**src/parser_pkg.sv**
```systemverilog
// constants and carrier types for the remote command parser
package parser_pkg;
	// --------------------------------------------------
	// sizes
	// --------------------------------------------------
	localparam int BUF_DEPTH = 100;
	localparam int LEN_W = 7;
	localparam int ESR_CMD_ERR_BIT = 5;
	localparam logic [2:0] BOOL_MAX = 3'h4;
	localparam logic [3:0] MEAS_LEN = 4'hE;
	localparam logic [3:0] ERR_LEN = 4'hA;
	// --------------------------------------------------
	// characters
	// --------------------------------------------------
	localparam logic [7:0] CH_LF = 8'h0A;
	localparam logic [7:0] CH_CR = 8'h0D;
	localparam logic [7:0] CH_TAB = 8'h09;
	localparam logic [7:0] CH_SP = 8'h20;
	localparam logic [7:0] CH_COLON = 8'h3A;
	localparam logic [7:0] CH_SEMI = 8'h3B;
	localparam logic [7:0] CH_COMMA = 8'h2C;
	localparam logic [7:0] CH_QMARK = 8'h3F;
	localparam logic [7:0] CH_PLUS = 8'h2B;
	localparam logic [7:0] CH_MINUS = 8'h2D;
	localparam logic [7:0] CH_DOT = 8'h2E;
	localparam logic [7:0] CH_0 = 8'h30;
	localparam logic [7:0] CH_1 = 8'h31;
	localparam logic [7:0] CH_9 = 8'h39;
	localparam logic [7:0] CH_E = 8'h45;
	localparam logic [7:0] CH_LA = 8'h61;
	localparam logic [7:0] CH_LZ = 8'h7A;
	localparam logic [7:0] CASE_BIT = 8'h20;
	localparam logic [15:0] WORD_ON = 16'h4F4E;
	localparam logic [23:0] WORD_OFF = 24'h4F4646;
	// fixed error response, sign first, linefeed last
	localparam logic [79:0] ERR_STR = 80'h2B392E3930452B33370A;
	// --------------------------------------------------
	// types
	// --------------------------------------------------
	typedef enum logic {PH_KEY, PH_PARAM} phase_t;
	typedef enum logic [3:0] {N_START, N_SIGN, N_INT, N_DOT0, N_DOT, N_FRAC, N_E, N_ESIGN,
		N_EXP, N_BAD} num_t;
	typedef struct packed {
		logic [7:0] data;
		logic eoi;
	} rx_byte_t;
	typedef struct packed {
		logic [LEN_W-1:0] len;
		logic query;
		logic err;
		logic [LEN_W-1:0] nparams;
		logic [3:0] depth;
		logic bool_ok;
		logic bool_val;
		logic num_ok;
	} msg_info_t;
	typedef struct packed {
		logic neg;
		logic [6:0][3:0] mant;
		logic exp_neg;
		logic [1:0][3:0] expd;
	} meas_t;
endpackage

```
**src/remote_command_parser.sv**
```systemverilog
// remote command parser: message buffer, syntax checks, response formatter
// How it works
// - bytes with attention negated go to parser
// - polled and addressed to talk: send status byte
// - leading colon sets command error bit
// - semicolon sets command error bit
// - missing keyword separator sets command error
// - whitespace inside parameters sets command error
// - surplus parameters dropped without error
// - keywords matched case blind, replies upper case
// - booleans OFF 0 ON 1, decoded to bool_ok and bool_val
// - decimal numbers with exponent, no unit suffix
// - reply only to queries unless talk only
// - measurement reply fixed form, EOI with linefeed
// - errored query replies with fixed error value
// - serial ends at LF or CR, CR-LF once
// - IEEE ends at LF or EOI byte
// - every terminator returns path to root
// - hundred slot buffer holding 99 characters, run after terminator
// - powers up local; return-to-local restores it
`timescale 1ns/1ps
module remote_command_parser #(
	parameter int BUF_DEPTH = parser_pkg::BUF_DEPTH
) (
	// clock and reset
	input wire logic clk_i,
	input wire logic nrst_i,
	// link mode and bus state
	input wire logic ieee_mode_i,
	input wire logic talk_only_i,
	input wire logic atn_i,
	input wire logic spoll_i,
	input wire logic talk_i,
	input wire logic [7:0] status_byte_i,
	// received byte stream
	input wire logic rx_valid_i,
	input wire parser_pkg::rx_byte_t rx_i,
	output logic rx_ready_o,
	// message handed to the executor
	output logic msg_valid_o,
	output parser_pkg::msg_info_t msg_o,
	input wire logic msg_ack_i,
	input wire logic [parser_pkg::LEN_W-1:0] rd_addr_i,
	output logic [7:0] rd_data_o,
	// command error event
	output logic cmd_err_o,
	output logic [7:0] esr_o,
	input wire logic esr_clear_i,
	// responses
	input wire logic resp_req_i,
	input wire logic resp_err_i,
	input wire parser_pkg::meas_t meas_i,
	output logic resp_ready_o,
	output logic tx_valid_o,
	output logic [7:0] tx_data_o,
	output logic tx_eoi_o,
	input wire logic tx_ready_i,
	// local and remote state
	input wire logic go_local_i,
	input wire logic go_remote_i,
	output logic local_o
);
	import parser_pkg::*;

	// ----------------------------------------
	// helpers
	// ----------------------------------------
	function automatic logic [7:0] to_upper(input logic [7:0] ch);
		return (ch >= CH_LA && ch <= CH_LZ) ? (ch & ~CASE_BIT) : ch;
	endfunction

	function automatic logic is_digit(input logic [7:0] ch);
		return ch >= CH_0 && ch <= CH_9;
	endfunction

	function automatic logic is_ws(input logic [7:0] ch);
		return ch == CH_TAB || ch == CH_SP;
	endfunction

	function automatic logic is_sign(input logic [7:0] ch);
		return ch == CH_PLUS || ch == CH_MINUS;
	endfunction

	// one step of the decimal number recogniser
	function automatic num_t num_step(input num_t s, input logic [7:0] ch);
		num_t n;
		n = N_BAD;
		case (s)
			N_START: n = is_sign(ch) ? N_SIGN : is_digit(ch) ? N_INT : ch == CH_DOT ? N_DOT0 : N_BAD;
			N_SIGN: n = is_digit(ch) ? N_INT : ch == CH_DOT ? N_DOT0 : N_BAD;
			N_INT: n = is_digit(ch) ? N_INT : ch == CH_DOT ? N_DOT : ch == CH_E ? N_E : N_BAD;
			N_DOT0: n = is_digit(ch) ? N_FRAC : N_BAD;
			N_DOT, N_FRAC: n = is_digit(ch) ? N_FRAC : ch == CH_E ? N_E : N_BAD;
			N_E: n = is_sign(ch) ? N_ESIGN : is_digit(ch) ? N_EXP : N_BAD;
			N_ESIGN, N_EXP: n = is_digit(ch) ? N_EXP : N_BAD;
			default: n = N_BAD;
		endcase
		return n;
	endfunction

	// character of a reply at a given position
	function automatic logic [7:0] fmt_char(input meas_t m, input logic e, input logic [3:0] i);
		logic [7:0] r;
		r = CH_LF;
		if (e) begin
			r = ERR_STR[(32'(ERR_LEN) - 1 - 32'(i)) * 8 +: 8];
		end else begin
			case (i)
				4'h0: r = m.neg ? CH_MINUS : CH_PLUS;
				4'h1, 4'h2, 4'h3, 4'h4: r = CH_0 + {4'h0, m.mant[3'(4'h7 - i)]};
				4'h5: r = CH_DOT;
				4'h6, 4'h7, 4'h8: r = CH_0 + {4'h0, m.mant[3'(4'h8 - i)]};
				4'h9: r = CH_E;
				4'hA: r = m.exp_neg ? CH_MINUS : CH_PLUS;
				4'hB: r = CH_0 + {4'h0, m.expd[1]};
				4'hC: r = CH_0 + {4'h0, m.expd[0]};
				default: r = CH_LF;
			endcase
		end
		return r;
	endfunction

	// ----------------------------------------
	// receive side
	// ----------------------------------------
	logic atn_meta, atn_sync, after_cr, ovf, err_acc, query_acc, full;
	logic accept, is_lf, skip, store, done;
	logic [7:0] c;
	logic [7:0] buffer [BUF_DEPTH];
	logic [LEN_W-1:0] wr_ptr, nparams, next_nparams;
	logic [3:0] depth, next_depth;
	logic [23:0] bchars, next_bchars;
	logic [2:0] blen, next_blen;
	logic next_err, next_query, next_ovf;
	phase_t phase, next_phase;
	num_t num, next_num;

	// attention pin synchroniser
	always_ff @(posedge clk_i) begin
		atn_meta <= atn_i;
		atn_sync <= atn_meta;
	end

	assign accept = rx_valid_i && rx_ready_o && !(ieee_mode_i && atn_sync);
	assign c = to_upper(rx_i.data);
	assign is_lf = rx_i.data == CH_LF;
	assign skip = !ieee_mode_i && is_lf && after_cr;
	assign store = accept && !is_lf && (ieee_mode_i || rx_i.data != CH_CR);
	assign done = accept && !skip && (ieee_mode_i ? (is_lf || rx_i.eoi)
		: (is_lf || rx_i.data == CH_CR));
	assign full = wr_ptr >= LEN_W'(BUF_DEPTH - 1); // last slot is the terminator's

	// syntax checks on each stored character
	always_comb begin
		next_err = err_acc;
		next_ovf = ovf;
		next_phase = phase;
		next_query = query_acc;
		next_nparams = nparams;
		next_depth = depth;
		next_num = num;
		next_bchars = bchars;
		next_blen = blen;
		if (store && full) begin
			next_ovf = 1'b1;
		end else if (store) begin
			if (wr_ptr == '0 && c == CH_COLON)
				next_err = 1'b1;
			if (c == CH_SEMI)
				next_err = 1'b1;
			if (phase == PH_KEY) begin
				if (c == CH_COLON)
					next_depth = depth + 4'h1;
				if (is_ws(c)) begin
					next_phase = PH_PARAM;
				end else begin
					// the separator must not hide a trailing question mark
					next_query = c == CH_QMARK;
					if (is_digit(c) || is_sign(c) || c == CH_DOT || c == CH_COMMA)
						next_err = 1'b1;
				end
			end else if (is_ws(c)) begin
				next_err = 1'b1;
			end else if (c == CH_COMMA) begin
				next_nparams = nparams + 1'b1;
			end else if (nparams == '0) begin
				next_num = num_step(num, c);
				if (blen != BOOL_MAX) begin
					next_bchars = {bchars[15:0], c};
					next_blen = blen + 3'h1;
				end
			end
		end
	end

	// parse state, cleared to root by every terminator
	always_ff @(posedge clk_i) begin
		if (!nrst_i || done) begin
			err_acc <= 1'b0;
			ovf <= 1'b0;
			phase <= PH_KEY;
			query_acc <= 1'b0;
			nparams <= '0;
			depth <= '0;
			num <= N_START;
			bchars <= '0;
			blen <= '0;
		end else begin
			err_acc <= next_err;
			ovf <= next_ovf;
			phase <= next_phase;
			query_acc <= next_query;
			nparams <= next_nparams;
			depth <= next_depth;
			num <= next_num;
			bchars <= next_bchars;
			blen <= next_blen;
		end
	end

	// carriage return memory for the serial link
	always_ff @(posedge clk_i) begin
		if (!nrst_i)
			after_cr <= 1'b0;
		else if (accept)
			after_cr <= !ieee_mode_i && rx_i.data == CH_CR;
	end

	// input buffer storage, upper-cased
	always_ff @(posedge clk_i) begin
		if (store && !full)
			buffer[wr_ptr] <= c;
	end

	// write pointer
	always_ff @(posedge clk_i) begin
		if (!nrst_i || done)
			wr_ptr <= '0;
		else if (store && !full)
			wr_ptr <= wr_ptr + 1'b1;
	end

	// buffer read port for the executor
	always_ff @(posedge clk_i) begin
		if (!nrst_i)
			rd_data_o <= '0;
		else
			rd_data_o <= (32'(rd_addr_i) < BUF_DEPTH) ? buffer[rd_addr_i] : '0;
	end

	// message hand-over; input stalls until the executor takes it
	always_ff @(posedge clk_i) begin
		if (!nrst_i) begin
			msg_valid_o <= 1'b0;
			rx_ready_o <= 1'b1;
			msg_o <= '0;
		end else if (done) begin
			msg_valid_o <= 1'b1;
			rx_ready_o <= 1'b0;
			msg_o.len <= (store && !full) ? wr_ptr + 1'b1 : wr_ptr;
			msg_o.query <= next_query;
			msg_o.err <= next_err || next_ovf;
			msg_o.nparams <= (next_phase == PH_PARAM) ? next_nparams + 1'b1 : '0;
			msg_o.depth <= next_depth;
			msg_o.bool_ok <= (next_blen == 3'h1 && (next_bchars[7:0] == CH_0
				|| next_bchars[7:0] == CH_1)) || (next_blen == 3'h2
				&& next_bchars[15:0] == WORD_ON) || (next_blen == 3'h3
				&& next_bchars == WORD_OFF);
			msg_o.bool_val <= (next_blen == 3'h1 && next_bchars[7:0] == CH_1)
				|| (next_blen == 3'h2 && next_bchars[15:0] == WORD_ON);
			msg_o.num_ok <= next_num == N_INT || next_num == N_DOT || next_num == N_FRAC
				|| next_num == N_EXP;
		end else if (msg_valid_o && msg_ack_i) begin
			msg_valid_o <= 1'b0;
			rx_ready_o <= 1'b1;
		end
	end

	// command error pulse and sticky event bit; a set beats a clear
	always_ff @(posedge clk_i) begin
		if (!nrst_i) begin
			cmd_err_o <= 1'b0;
			esr_o <= '0;
		end else begin
			cmd_err_o <= done && (next_err || next_ovf);
			esr_o[ESR_CMD_ERR_BIT] <= (done && (next_err || next_ovf))
				|| (esr_o[ESR_CMD_ERR_BIT] && !esr_clear_i);
		end
	end

	// ----------------------------------------
	// response side
	// ----------------------------------------
	logic tx_busy, tx_err, pend_query, poll, poll_q, auto_err, take_resp, load, adv, last;
	logic next_busy, next_pend, next_tx_err;
	logic [3:0] tx_idx, next_idx;
	meas_t meas_q, next_meas;

	assign poll = ieee_mode_i && spoll_i && talk_i;
	assign auto_err = msg_valid_o && msg_ack_i && msg_o.query && msg_o.err;
	assign take_resp = resp_req_i && resp_ready_o && !auto_err;
	assign load = !tx_busy && (auto_err || take_resp);
	assign adv = tx_valid_o && tx_ready_i && !poll_q;
	assign last = tx_idx == (tx_err ? ERR_LEN : MEAS_LEN) - 4'h1;
	assign next_busy = load || (tx_busy && !(adv && last));
	assign next_idx = load ? 4'h0 : (adv && !last) ? tx_idx + 4'h1 : tx_idx;
	assign next_meas = take_resp ? meas_i : meas_q;
	assign next_tx_err = load ? (auto_err || resp_err_i) : tx_err;
	assign next_pend = (msg_valid_o && msg_ack_i) ? (msg_o.query && !msg_o.err)
		: (load ? 1'b0 : pend_query);

	// formatter state
	always_ff @(posedge clk_i) begin
		if (!nrst_i) begin
			tx_busy <= 1'b0;
			tx_idx <= '0;
			tx_err <= 1'b0;
			meas_q <= '0;
			pend_query <= 1'b0;
			poll_q <= 1'b0;
		end else begin
			tx_busy <= next_busy;
			tx_idx <= next_idx;
			tx_err <= next_tx_err;
			meas_q <= next_meas;
			pend_query <= next_pend;
			poll_q <= poll;
		end
	end

	// output character register; status byte takes over while polled
	always_ff @(posedge clk_i) begin
		if (!nrst_i) begin
			tx_valid_o <= 1'b0;
			tx_data_o <= '0;
			tx_eoi_o <= 1'b0;
			resp_ready_o <= 1'b0;
		end else begin
			tx_valid_o <= next_busy || poll;
			tx_data_o <= poll ? status_byte_i : fmt_char(next_meas, next_tx_err, next_idx);
			tx_eoi_o <= !poll && next_busy && ieee_mode_i
				&& fmt_char(next_meas, next_tx_err, next_idx) == CH_LF;
			resp_ready_o <= !next_busy && (next_pend || talk_only_i);
		end
	end

	// local mode from power-up; remote only on request
	always_ff @(posedge clk_i) begin
		if (!nrst_i)
			local_o <= 1'b1;
		else if (go_local_i)
			local_o <= 1'b1;
		else if (go_remote_i)
			local_o <= 1'b0;
	end
endmodule // remote_command_parser

```
**config.mk**
```make
export PLATFORM = sky130hd
export DESIGN_NAME = remote_command_parser
export DESIGN_NICKNAME = d
export VERILOG_FILES = /design/src/parser_pkg.sv /design/src/remote_command_parser.sv
export SDC_FILE = /design/constraint.sdc
export NUM_CORES = 1
export LEC_CHECK = 0
export ABC_CLOCK_PERIOD_IN_PS = 5180
export BUFFER_PORTS_ARGS = -buffer_cell sky130_fd_sc_hd__buf_2
export CORE_ASPECT_RATIO = 1.5
export CORE_MARGIN = 2
export CORE_UTILIZATION = 56
export DETAILED_ROUTE_END_ITERATION = 8
export PLACE_DENSITY = 0.74
export REMOVE_ABC_BUFFERS = 1
export SLEW_MARGIN = 20
export SYNTH_ARGS = -nofsm -noshare
export SYNTH_HDL_FRONTEND = slang
export SYNTH_SLANG_ARGS = --single-unit
```
**constraint.sdc**
```tcl
create_clock -name clk_i -period 5.18 [get_ports clk_i]
set_input_delay 1.036 -clock clk_i [delete_from_list [all_inputs] [get_ports clk_i]]
set_output_delay 1.036 -clock clk_i [all_outputs]
set_load 0.01 [all_outputs]
```
Yosys cells after proc, flatten, opt, wreduce, memory -nomap -nowiden --
Memories as Yosys holds them, arrays and structs flattened. A register that Yosys moved wholly into a read port is not among the register bits. Cells that the tools add are included.
Storage, ports and cells: bits in read-only memories 0, logic and storage cells 291, bits in latches 0, bits in registers 141, memories 1, bits in writable memories 800, input bits 77
Memory list:
- buffer | words 100, bits a word 8, read ports 1, clocked after Yosys merged registers in 1, wr ports 1, RTL line remote_command_parser.sv:129 | logic [7:0] buffer [BUF_DEPTH];
Cells by class: multiply operators 0, mux-type cells 84, add/subtract/negate cells 14, magnitude comparators 8, bitwise gates (word level) 1, shift operators 1, eq/ne operators 47, div/mod/pow operators 0, reductions and logical operators 89
Operators with widths (number):
- two-way mux 24 bit | 7
- two-way mux 4 bit | 23
- equality test 8 x 6 -> 1 bit, second input constant | 10
- indexed part select 80 x 33 -> 8 bit, first input constant | 1
- case mux 7 bit (8 select lines) | 1
- two-way mux 7 bit | 7
- equality test 4 x 3 -> 1 bit, second input constant | 10
- logical AND 1 bit | 39
- two-way mux 38 bit | 1
- equality test 8 x 4 -> 1 bit, second input constant | 4
- two-way mux 3 bit | 10
- adder 6 x 4 -> 7 bit, first input constant | 4
- equality test 4 bit, second input constant | 7
- two-way mux 1 bit | 28
- case mux 4 bit (7 select lines) | 1
- binary-select mux 4 bit (select 3 bit) | 2
- equality test 24 x 23 -> 1 bit, second input constant | 1
- two-way mux 8 bit | 3
- logical OR 1 bit | 23
- adder 7 x 1 -> 7 bit, second input constant | 3
- equality test 4 x 2 -> 1 bit, second input constant | 5
- equality test 16 x 15 -> 1 bit, second input constant | 1
- zero test 1 bit | 16
- zero test 7 bit | 2
- other kinds (28) | 35

Depth between registers and ports, before layout --
Gate-level depths: netlist of run 1.
word-level depth 18, depth in mapped cells 17, depth with buffers taken out 15

Least setup slack after synthesis of run 1 --
OpenSTA, ideal clock, no wires.
kind input to register, from in rx_i[1] (netlist bit), to mem buffer[0][5], data pin, path buffers 1, stages 5, data arrival time 4705 ps, path slack -336 ps, cell sequence buf_2 > or4_1 > nor2_1 > a31oi_1 > a31oi_1
Between the ends: longest elaborated chain between the ends 3, elaborated cells between the ends (all ways) 4
RTL lines:
- from (decl) | RTL line remote_command_parser.sv:37 | input wire parser_pkg::rx_byte_t rx_i,
- >= comparator 8 x 7 -> 1 bit / less-or-equal comparator 8 x 7 -> 1 bit (equally long branches) | RTL line remote_command_parser.sv:69 | return (ch >= CH_LA && ch <= CH_LZ) ? (ch & ~CASE_BIT) : ch;
- logical AND 1 bit (*) | RTL line remote_command_parser.sv:69
- two-way mux 6 bit (*) | RTL line remote_command_parser.sv:69
- via c[5] | RTL line remote_command_parser.sv:128 | logic [7:0] c;
- to (decl) | RTL line remote_command_parser.sv:129
The timed path passes the listed nets; every way through them passes the cells marked *.

Worst setup path in the final report of run 1 --
from reg tx_idx[0], to reg tx_data_o[2]
Between the ends: longest elaborated chain between the ends 12, elaborated cells between the ends (all ways) 34
RTL lines:
- from (decl) | RTL line remote_command_parser.sv:296 | logic [3:0] tx_idx, next_idx;
- from (signal assigned) | RTL line remote_command_parser.sv:323 | tx_idx <= next_idx;
- branches (longest 3 deep; another with adder 4 x 1 -> 4 bit)
- two-way mux 4 bit (*) (2 in series) | RTL line remote_command_parser.sv:306 | assign next_idx = load ? 4'h0 : (adv && !last) ? tx_idx + 4'h1 : tx_idx;
- subtractor 1 x 3 -> 3 bit / subtractor 3 bit (equally long branches) | RTL line remote_command_parser.sv:112, remote_command_parser.sv:110
- binary-select mux 4 bit (select 3 bit) (on tied branches) | RTL line remote_command_parser.sv:112, remote_command_parser.sv:110
- two-way mux 4 bit (on tied branches) | RTL line remote_command_parser.sv:112, remote_command_parser.sv:110
- adder 6 x 4 -> 7 bit (on tied branches) | RTL line remote_command_parser.sv:112, remote_command_parser.sv:110
- case mux 7 bit (8 select lines) | RTL line remote_command_parser.sv:108 | case (i)
- two-way mux 8 bit (*) | RTL line remote_command_parser.sv:105 | if (e) begin
- two-way mux 8 bit (*) | RTL line remote_command_parser.sv:340 | tx_data_o <= poll ? status_byte_i : fmt_char(next_meas, next_tx_err, next_idx);
- to (signal assigned) | RTL line remote_command_parser.sv:340
- to (decl) | RTL line remote_command_parser.sv:55 | output logic [7:0] tx_data_o,
Mark *: on every way between the ends. The select of a mux whose other input is x is not followed. A chain may end at the register's enable or synchronous reset.

==> flow_metrics.env, run 1 <==
export IMPL_ir_drop_mv=0.287
export IMPL_drt_pass1_iterations=5
export IMPL_clock_latency_ps=650
export IMPL_cts_repair_resized=0
export IMPL_cp_start_kind="flip-flop"
export IMPL_grt_start_max_net_pins=92
export IMPL_drv_cap=0
export IMPL_grt_pass1_vias=22000
export IMPL_drcViolationCount=0
export IMPL_maxSlewHeadroom=0.257
export IMPL_holdPathStages=0
export IMPL_ys_warn_count=0
export IMPL_max_freq_mhz=252
export IMPL_worstPathRequired_ps=5690
export IMPL_ys_ff_latch=949
export IMPL_fin_util=0.633
export IMPL_rsz0062_at_grt="no"
export IMPL_vias=20800
export IMPL_worst_pin_slew_ps=1110
export IMPL_hold_buffers=0
export IMPL_ant_nets=0
export IMPL_crit_fanout=15
export IMPL_via_per_inst=6.30
export IMPL_tns_ps=0
export IMPL_clock_path_buffers=3
export IMPL_synth_area_per_cell_um2=17.7
export IMPL_yosysUniqueCellTypes=79
export IMPL_n_antenna_cell=0
export IMPL_die_w_um=219
export IMPL_finClkSkew_ps=23.4
export IMPL_wirelength_mm=90.7
export IMPL_ios=131
export IMPL_cts_setup_buffers=0
export IMPL_nets=2435
export IMPL_hp_class="flip-flop to flip-flop"
export IMPL_cts_tree="built"
export IMPL_wl_per_cell_um=27.4
export IMPL_die_y_um=326
export IMPL_fin_crit_ps=3960
export IMPL_synth_edf_count=800
export IMPL_r2r_slack_ps=1220
export IMPL_p_per_area_mw_per_mm2=363
export IMPL_met3_length_mm=5.87
export IMPL_start_util=0.563
export IMPL_fin_ws_ps=1220
export IMPL_status="completed"
export IMPL_maxSlewViolCount=0
export IMPL_wl_met1_mm=32.1
export IMPL_critPathSlowestCell="a2111oi_0"
export IMPL_drive_gt1_frac=0.250
export IMPL_async_flop_share=0
export IMPL_place_detailed_hpwl_mm=58.3
export IMPL_post_route_period_util=0.765
export IMPL_dpl_worst_slack_ps=642
export IMPL_dieArea_mm2=0.0712
export IMPL_arrival_ps=4470
export IMPL_grt_ovfl_total=0
export IMPL_design_core_area_mm2=0.0687
export IMPL_fp_row_count=118
export IMPL_synth_seq_area_share=0.699
export IMPL_cts_made_buffers=84
export IMPL_r2r_cells=15
export IMPL_grt_antenna_before_repair=0
export IMPL_detail_route_iter0_violations=2211
export IMPL_power_leakage_nw=14.8
export IMPL_criticalPathCategory="flip-flop to flip-flop"
export IMPL_crit_chain="ha_1 -> nand2_1 -> o211a_1 -> a21oi_1 -> nand2_1 -> ha_1 -> inv_1 -> a21oi_1 -> a21oi_1 -> buf_4 -> nand2_1 -> o211ai_1 -> a311oi_1 -> a2111oi_0 -> nor3_1"
export IMPL_numPortBuffers=123
export IMPL_cpPeakStageDelay_ps=430
export IMPL_cts_root_buf="clkbuf_16"
export IMPL_syn_to_final_growth_pct=12.4
export IMPL_critPathCaptureType="flip-flop"
export IMPL_clock_sinks=949
export IMPL_grt_pass1_wl_mm=138
export IMPL_syn_inst=2178
export IMPL_ys_flop_type="edfxtp_1"
export IMPL_fillers=4660
export IMPL_place_gp_congestion=0.935
export IMPL_grt_util_all_layers=0.262
export IMPL_wl_met2_mm=48.8
export IMPL_hold_violations=0
export IMPL_syn_area_mm2=0.0387
export IMPL_path_clk_slew_ps=60
export IMPL_htreeDepth=3
export IMPL_top_layer="met4"
export IMPL_setup_violations=0
-- layout make-up --
class	instances	area (µm²)	share of cell area
clock buffer	97	2220	0.0512
clock inverter	57	648	0.0149
inverter	26	97.6	0.00225
multi-input combinational	1086	11100	0.255
sequential	949	27000	0.621
tap	900	1130	0.0259
timing repair buffer	195	1280	0.0295
-- cells in the final DEF, fill, tap and decap left out, types with 9 or more instances in the layout --
cell,netlist,final
and3_1,13,13
conb_1,1,15
xor2_1,10,10
mux4_2,260,260
nor3_1,14,14
buf_2,16,113
mux2i_1,96,96
mux2_2,9,9
clkinv_1,1,24
xnor2_1,10,10
edfxtp_1,800,800
clkbuf_1,81,9
dfxtp_1,149,149
o211a_1,15,15
o21ai_0,29,29
nand3_1,29,29
nor2_1,198,198
bufinv_16,0,13
and2_1,20,20
a21oi_1,25,24
nand2_1,97,96
ha_1,16,16
nand4_1,13,13
inv_1,24,24
nor2b_1,39,39
clkinvlp_4,0,10
clkbuf_16,0,87
a21o_1,9,9
buf_4,9,73
a31oi_1,13,12
a211oi_1,10,10
nor3b_1,9,9
o211ai_1,12,12
-- sequential cells by signal, summed over array words and instances (netlist names), 7 cells and up --
name and flops:
wr_ptr 7, rd_data_o 8, nparams 7, meas_q 38
msg_o 23, buffer 800, tx_data_o 8, bchars 24
-- cell usage after synthesis (6+ instances only) --
library cell / instances / area share
a22o_1: 6 / 0.0014
nand3_1: 29 / 0.0038
buf_2: 16 / 0.0021
inv_1: 24 / 0.0023
nor3b_1: 9 / 0.0017
mux2i_1: 96 / 0.025
a21oi_1: 25 / 0.0032
nand4_1: 13 / 0.0021
and2_1: 20 / 0.0032
o211a_1: 15 / 0.0039
nor2_1: 198 / 0.019
and3_1: 13 / 0.0021
o211ai_1: 12 / 0.0023
a21boi_0: 6 / 0.0012
o21ai_0: 29 / 0.0038
nor3_1: 14 / 0.0018
a21o_1: 9 / 0.0017
buf_1: 25 / 0.0024
mux2_2: 9 / 0.0026
mux4_2: 260 / 0.15
or3_1: 7 / 0.0011
xnor2_1: 10 / 0.0023
a31oi_1: 13 / 0.0021
ha_1: 16 / 0.0052
dfxtp_1: 149 / 0.077
buf_4: 9 / 0.0017
edfxtp_1: 800 / 0.62
nand2b_1: 8 / 0.0013
xor2_1: 10 / 0.0023
nand2_1: 97 / 0.0094
nor2b_1: 39 / 0.0063
clkbuf_1: 81 / 0.0079
a211oi_1: 10 / 0.0019
-- cells by family (layout without fill, tap and decap cells) --
logic type                 count (synthesis)  after routing  share of synthesized area
DFF                                      949            949                      0.699
buffers and inverters                    157            375                     0.0166
muxes                                    365            365                      0.179
and+or+nand+nor                          483            483                     0.0606
AOI/OAI and AO/OA                        187            187                     0.0353
other                                      1             15                  0.0000970
xor gates and xnor gates                  20             20                    0.00453
adders and majority gates                 16             16                    0.00518
-- stage by stage --
| stage | std cells | power [mW] | instance area (µm²) | hold slack, ps |
|---|---|---|---|---|
| 2_1_floorplan | 2061 | 8.98 | 38200 | 310 |
| 3_3_place_gp | 3156 | 9.45 | 40600 | 316 |
| 3_5_place_dp | 3156 | 9.47 | 40600 | 312 |
| 4_1_cts | 3310 | 15.9 | 43500 | 327 |
| 5_1_grt | 3310 | 16.2 | 43500 | 335 |
| 6_report | 3310 | 15.8 | 43500 | 326 |
-- power by group --
group | switching [mW] | internal [mW] | leakage [nW] | total, mW
Clock | 2.75 | 3.74 | 1.37 | 6.49
Combinational | 0.581 | 0.385 | 5.05 | 0.966
Sequential | 0.0225 | 8.32 | 8.37 | 8.34
Total | 3.35 | 12.4 | 14.8 | 15.8
-- per-layer routing --
layer,global-route usage,vias to the layer above
met5,0,-
met4,0.117,0
met2,0.466,909
met3,0.0337,207
met1,0.318,10700
li1,-,9031
-- final timing paths --
kind                  endpoint      start
hold / removal        atn_sync   atn_meta
hold reg to reg       atn_sync   atn_meta
setup reg to reg  tx_data_o[2]  tx_idx[0]
setup / recovery  tx_data_o[2]  tx_idx[0]
-- critical path: cells and delay by family (launching register included) --
family / cells / cell delay (ps)
flip-flops: 1 / 410
AO/OA/AOI/OAI: 7 / 1620
AND/OR/NAND/NOR: 4 / 910
buffers and inverters: 2 / 330
adder cells (fa/ha/maj): 2 / 560
(Power assumes the default switching activity.)
==> inputs of run 2 (changes only) <==
--- a/config.mk
+++ b/config.mk
@@ -5,13 +5,14 @@
 export SDC_FILE = /design/constraint.sdc
 export NUM_CORES = 1
 export LEC_CHECK = 0
-export ABC_CLOCK_PERIOD_IN_PS = 5180
+export ABC_AREA = 1
+export ABC_CLOCK_PERIOD_IN_PS = 4000
 export BUFFER_PORTS_ARGS = -buffer_cell sky130_fd_sc_hd__buf_2
 export CORE_ASPECT_RATIO = 1.5
 export CORE_MARGIN = 2
-export CORE_UTILIZATION = 56
+export CORE_UTILIZATION = 62
 export DETAILED_ROUTE_END_ITERATION = 8
-export PLACE_DENSITY = 0.74
+export PLACE_DENSITY = 0.78
 export REMOVE_ABC_BUFFERS = 1
 export SLEW_MARGIN = 20
 export SYNTH_ARGS = -nofsm -noshare
==> constraint.sdc (replaced) <==
create_clock -name clk_i -period 4 [get_ports clk_i]
set_input_delay 0.8 -clock clk_i [delete_from_list [all_inputs] [get_ports clk_i]]
set_output_delay 0.8 -clock clk_i [all_outputs]
set_load 0.01 [all_outputs]
==> run 2 against run 1 <==
- cell area grew 0.80%
- clock power grew 24%
- clock skew shrank 4.1 ps
- critical path type unchanged
- highest routed layer is now met5
==> flow_metrics.env, run 2 <==
export IMPL_synth_area_leader_cell="edfxtp_1"
export IMPL_p_comb_frac=0.071
export IMPL_fillers=4365
export IMPL_drv_cap=0
export IMPL_switching_share=0.227
export IMPL_layout_common_cells="edfxtp_1 (800), nor2_1 (666), o21ai_0 (483)"
export IMPL_cts_made_buffers=82
export IMPL_syn_inst=3535
export IMPL_ys_warn_count=0
export IMPL_detail_route_iter0_violations=3054
export IMPL_largest_reg_flops=800
export IMPL_multiInputGateArea_mm2=0.0109
export IMPL_cts_repair_resized=0
export IMPL_wirelength_mm=103
export IMPL_finClkSkew_ps=19.3
export IMPL_ant_nets=0
export IMPL_grt_util_all_layers=0.313
export IMPL_post_route_period_util=0.743
export IMPL_arrival_ps=3510
export IMPL_grt_pass1_wl_mm=155
export IMPL_ys_flop_type="edfxtp_1"
export IMPL_path_clk_slew_ps=60
export IMPL_max_freq_mhz=337
export IMPL_grt_ovfl_total=0
export IMPL_final_common_cell="edfxtp_1"
export IMPL_criticalPathCategory="flip-flop to flip-flop"
export IMPL_maxSlewHeadroom=0.253
export IMPL_syn_area_mm2=0.0393
export IMPL_grt_antenna_before_repair=3
export IMPL_top_register="buffer"
export IMPL_clock_sinks=949
export IMPL_clockPowerShare=0.397
export IMPL_yosysUniqueCellTypes=54
export IMPL_cp_start_kind="flip-flop"
export IMPL_dp_cells=4357
export IMPL_ios=131
export IMPL_critPathCaptureType="flip-flop"
export IMPL_worstPathRequired_ps=4540
export IMPL_ir_drop_mv=0.341
export IMPL_wl_per_cell_um=22.8
export IMPL_hold_violations=0
export IMPL_synth_area_per_cell_um2=11.1
export IMPL_clock_path_buffers=3
export IMPL_tns_ps=0
export IMPL_maxSlewViolCount=0
export IMPL_grt_pass1_vias=27700
export IMPL_power_leakage_nw=15.4
export IMPL_drt_pass1_iterations=6
export IMPL_status="completed"
export IMPL_place_detailed_hpwl_mm=63.9
export IMPL_fin_crit_ps=2970
export IMPL_setup_violations=0
export IMPL_p_seq_frac=0.532
export IMPL_die_w_um=210
export IMPL_hold_buffers=0
export IMPL_via_per_inst=6.25
export IMPL_design_core_area_mm2=0.0631
export IMPL_regArea_mm2=0.0270
export IMPL_htreeDepth=3
export IMPL_cts_root_buf="clkbuf_16"
export IMPL_grt_start_max_net_pins=141
export IMPL_reg_top3="buffer (800), meas_q (38), bchars (24)"
export IMPL_async_flop_share=0
export IMPL_synth_top_area_share=0.611
export IMPL_finalHoldWorstSlack_ps=253
export IMPL_synth_edf_count=800
export IMPL_stdcell_area_mm2=0.0438
export IMPL_synth_common_cells="edfxtp_1 (800), nor2_1 (668), o21ai_0 (483), nand2_1 (394), clkbuf_1 (184)"
export IMPL_clock_latency_ps=650
export IMPL_vias=28200
export IMPL_cts_tree="built"
export IMPL_cts_setup_buffers=0
export IMPL_p_switching_mw=4.61
export IMPL_start_util=0.624
export IMPL_hp_class="input port to flip-flop"
export IMPL_placed_area_mm2=0.0411
export IMPL_p_per_area_mw_per_mm2=464
export IMPL_nets=3729
export IMPL_ys_top_cells_by_area="edfxtp_1 (61%), dfxtp_1 (7.6%), nor2_1 (6.4%)"
export IMPL_yosysMostFrequentCell="edfxtp_1"
export IMPL_rsz0062_at_grt="no"
export IMPL_numPortBuffers=123
export IMPL_fp_row_count=113
export IMPL_crit_fanout=9
export IMPL_ys_ff_latch=949
export IMPL_drive_gt1_frac=0.113
export IMPL_worst_pin_slew_ps=1120
export IMPL_dieArea_mm2=0.0655
export IMPL_synth_seq_area_share=0.687
export IMPL_instances_no_fill=4510
export IMPL_p_int_mw=15.7
export IMPL_die_y_um=312
export IMPL_place_gp_congestion=0.937
export IMPL_syn_to_final_growth_pct=11.4
export IMPL_drcViolationCount=0
-- run 2: cell count changes in the layout (fill, tap and decap cells not counted), sizes merged, moves of 30 or more --
cell | previous run | this run
nand3 | 29 | 149
mux4 | 260 | 0
nand2 | 97 | 401
o21ai | 30 | 488
buf | 194 | 224
nor2b | 39 | 0
o221ai | 2 | 81
nand4 | 13 | 70
mux2i | 96 | 14
inv | 26 | 163
a21oi | 26 | 62
o22ai | 3 | 122
nor2 | 198 | 681
-- run 2: cell type report --
cell class	count	area share
inverter	158	0.0138
clock inverter	48	0.0120
clock buffer	104	0.0494
timing repair buffer	224	0.0369
sequential	949	0.616
multi-input combinational	2221	0.249
tap	805	0.0230
antenna	1	0.0000571
-- run 2: power by group through the flow --
stage                     clock [mW]  sequential [mW]  combinational [mW]
after floorplan                    0             11.0               0.705
after global placement             0             11.0                1.39
after detailed placement           0             11.0                1.41
after CTS                       8.08             10.8                1.43
after global routing            8.44             10.8                1.56
final                           8.07             10.8                1.45
-- run 2: cell families after synthesis --
family,after synthesis,synth area share
simple gates,1350,0.144
flops,949,0.687
compound gates,812,0.119
buf+inv,379,0.0382
fa+ha+maj,16,0.00509
xor+xnor,14,0.00331
mux,14,0.00356
other cells,1,0.0000953
-- run 2: final timing paths --
check	depth (start not counted)	end	from	slack (ps)
max	17	tx_data_o[3]	msg_valid_o	1030
max reg2reg	17	tx_data_o[3]	msg_valid_o	1030
min	1	atn_meta	atn_i	250
min reg2reg	0	atn_sync	atn_meta	330
-- run 2: critical path, stage by stage, from the launching register on --
cell     delay (ps)
dfxtp_1         360
nand2_2          90
nor2_1          130
nand2_1         100
a21oi_2         220
inv_1           160
nand2_1         110
nor2_2           40
inv_1           230
ha_1            340
inv_1           210
o21ai_0         120
o21ai_0         200
nand2_1          80
nand3_1         110
nand4_1         180
nand3_1         120
nand2_1          60
-- run 2: layer usage --
metal | share of wire | track usage
met5 | 0.00062 | 0
met4 | 0.058 | 0.186
met1 | 0.34 | 0.362
met2 | 0.51 | 0.546
met3 | 0.085 | 0.0548
-- run 2: through the flow --
stage	setup slack, ps	utilization	power [mW]
floorplan	-3010	-	11.7
global placement	540	0.652	12.4
detailed placement	502	0.652	12.4
CTS	1030	0.695	20.3
global route	706	0.695	20.8
finish	1030	0.695	20.3
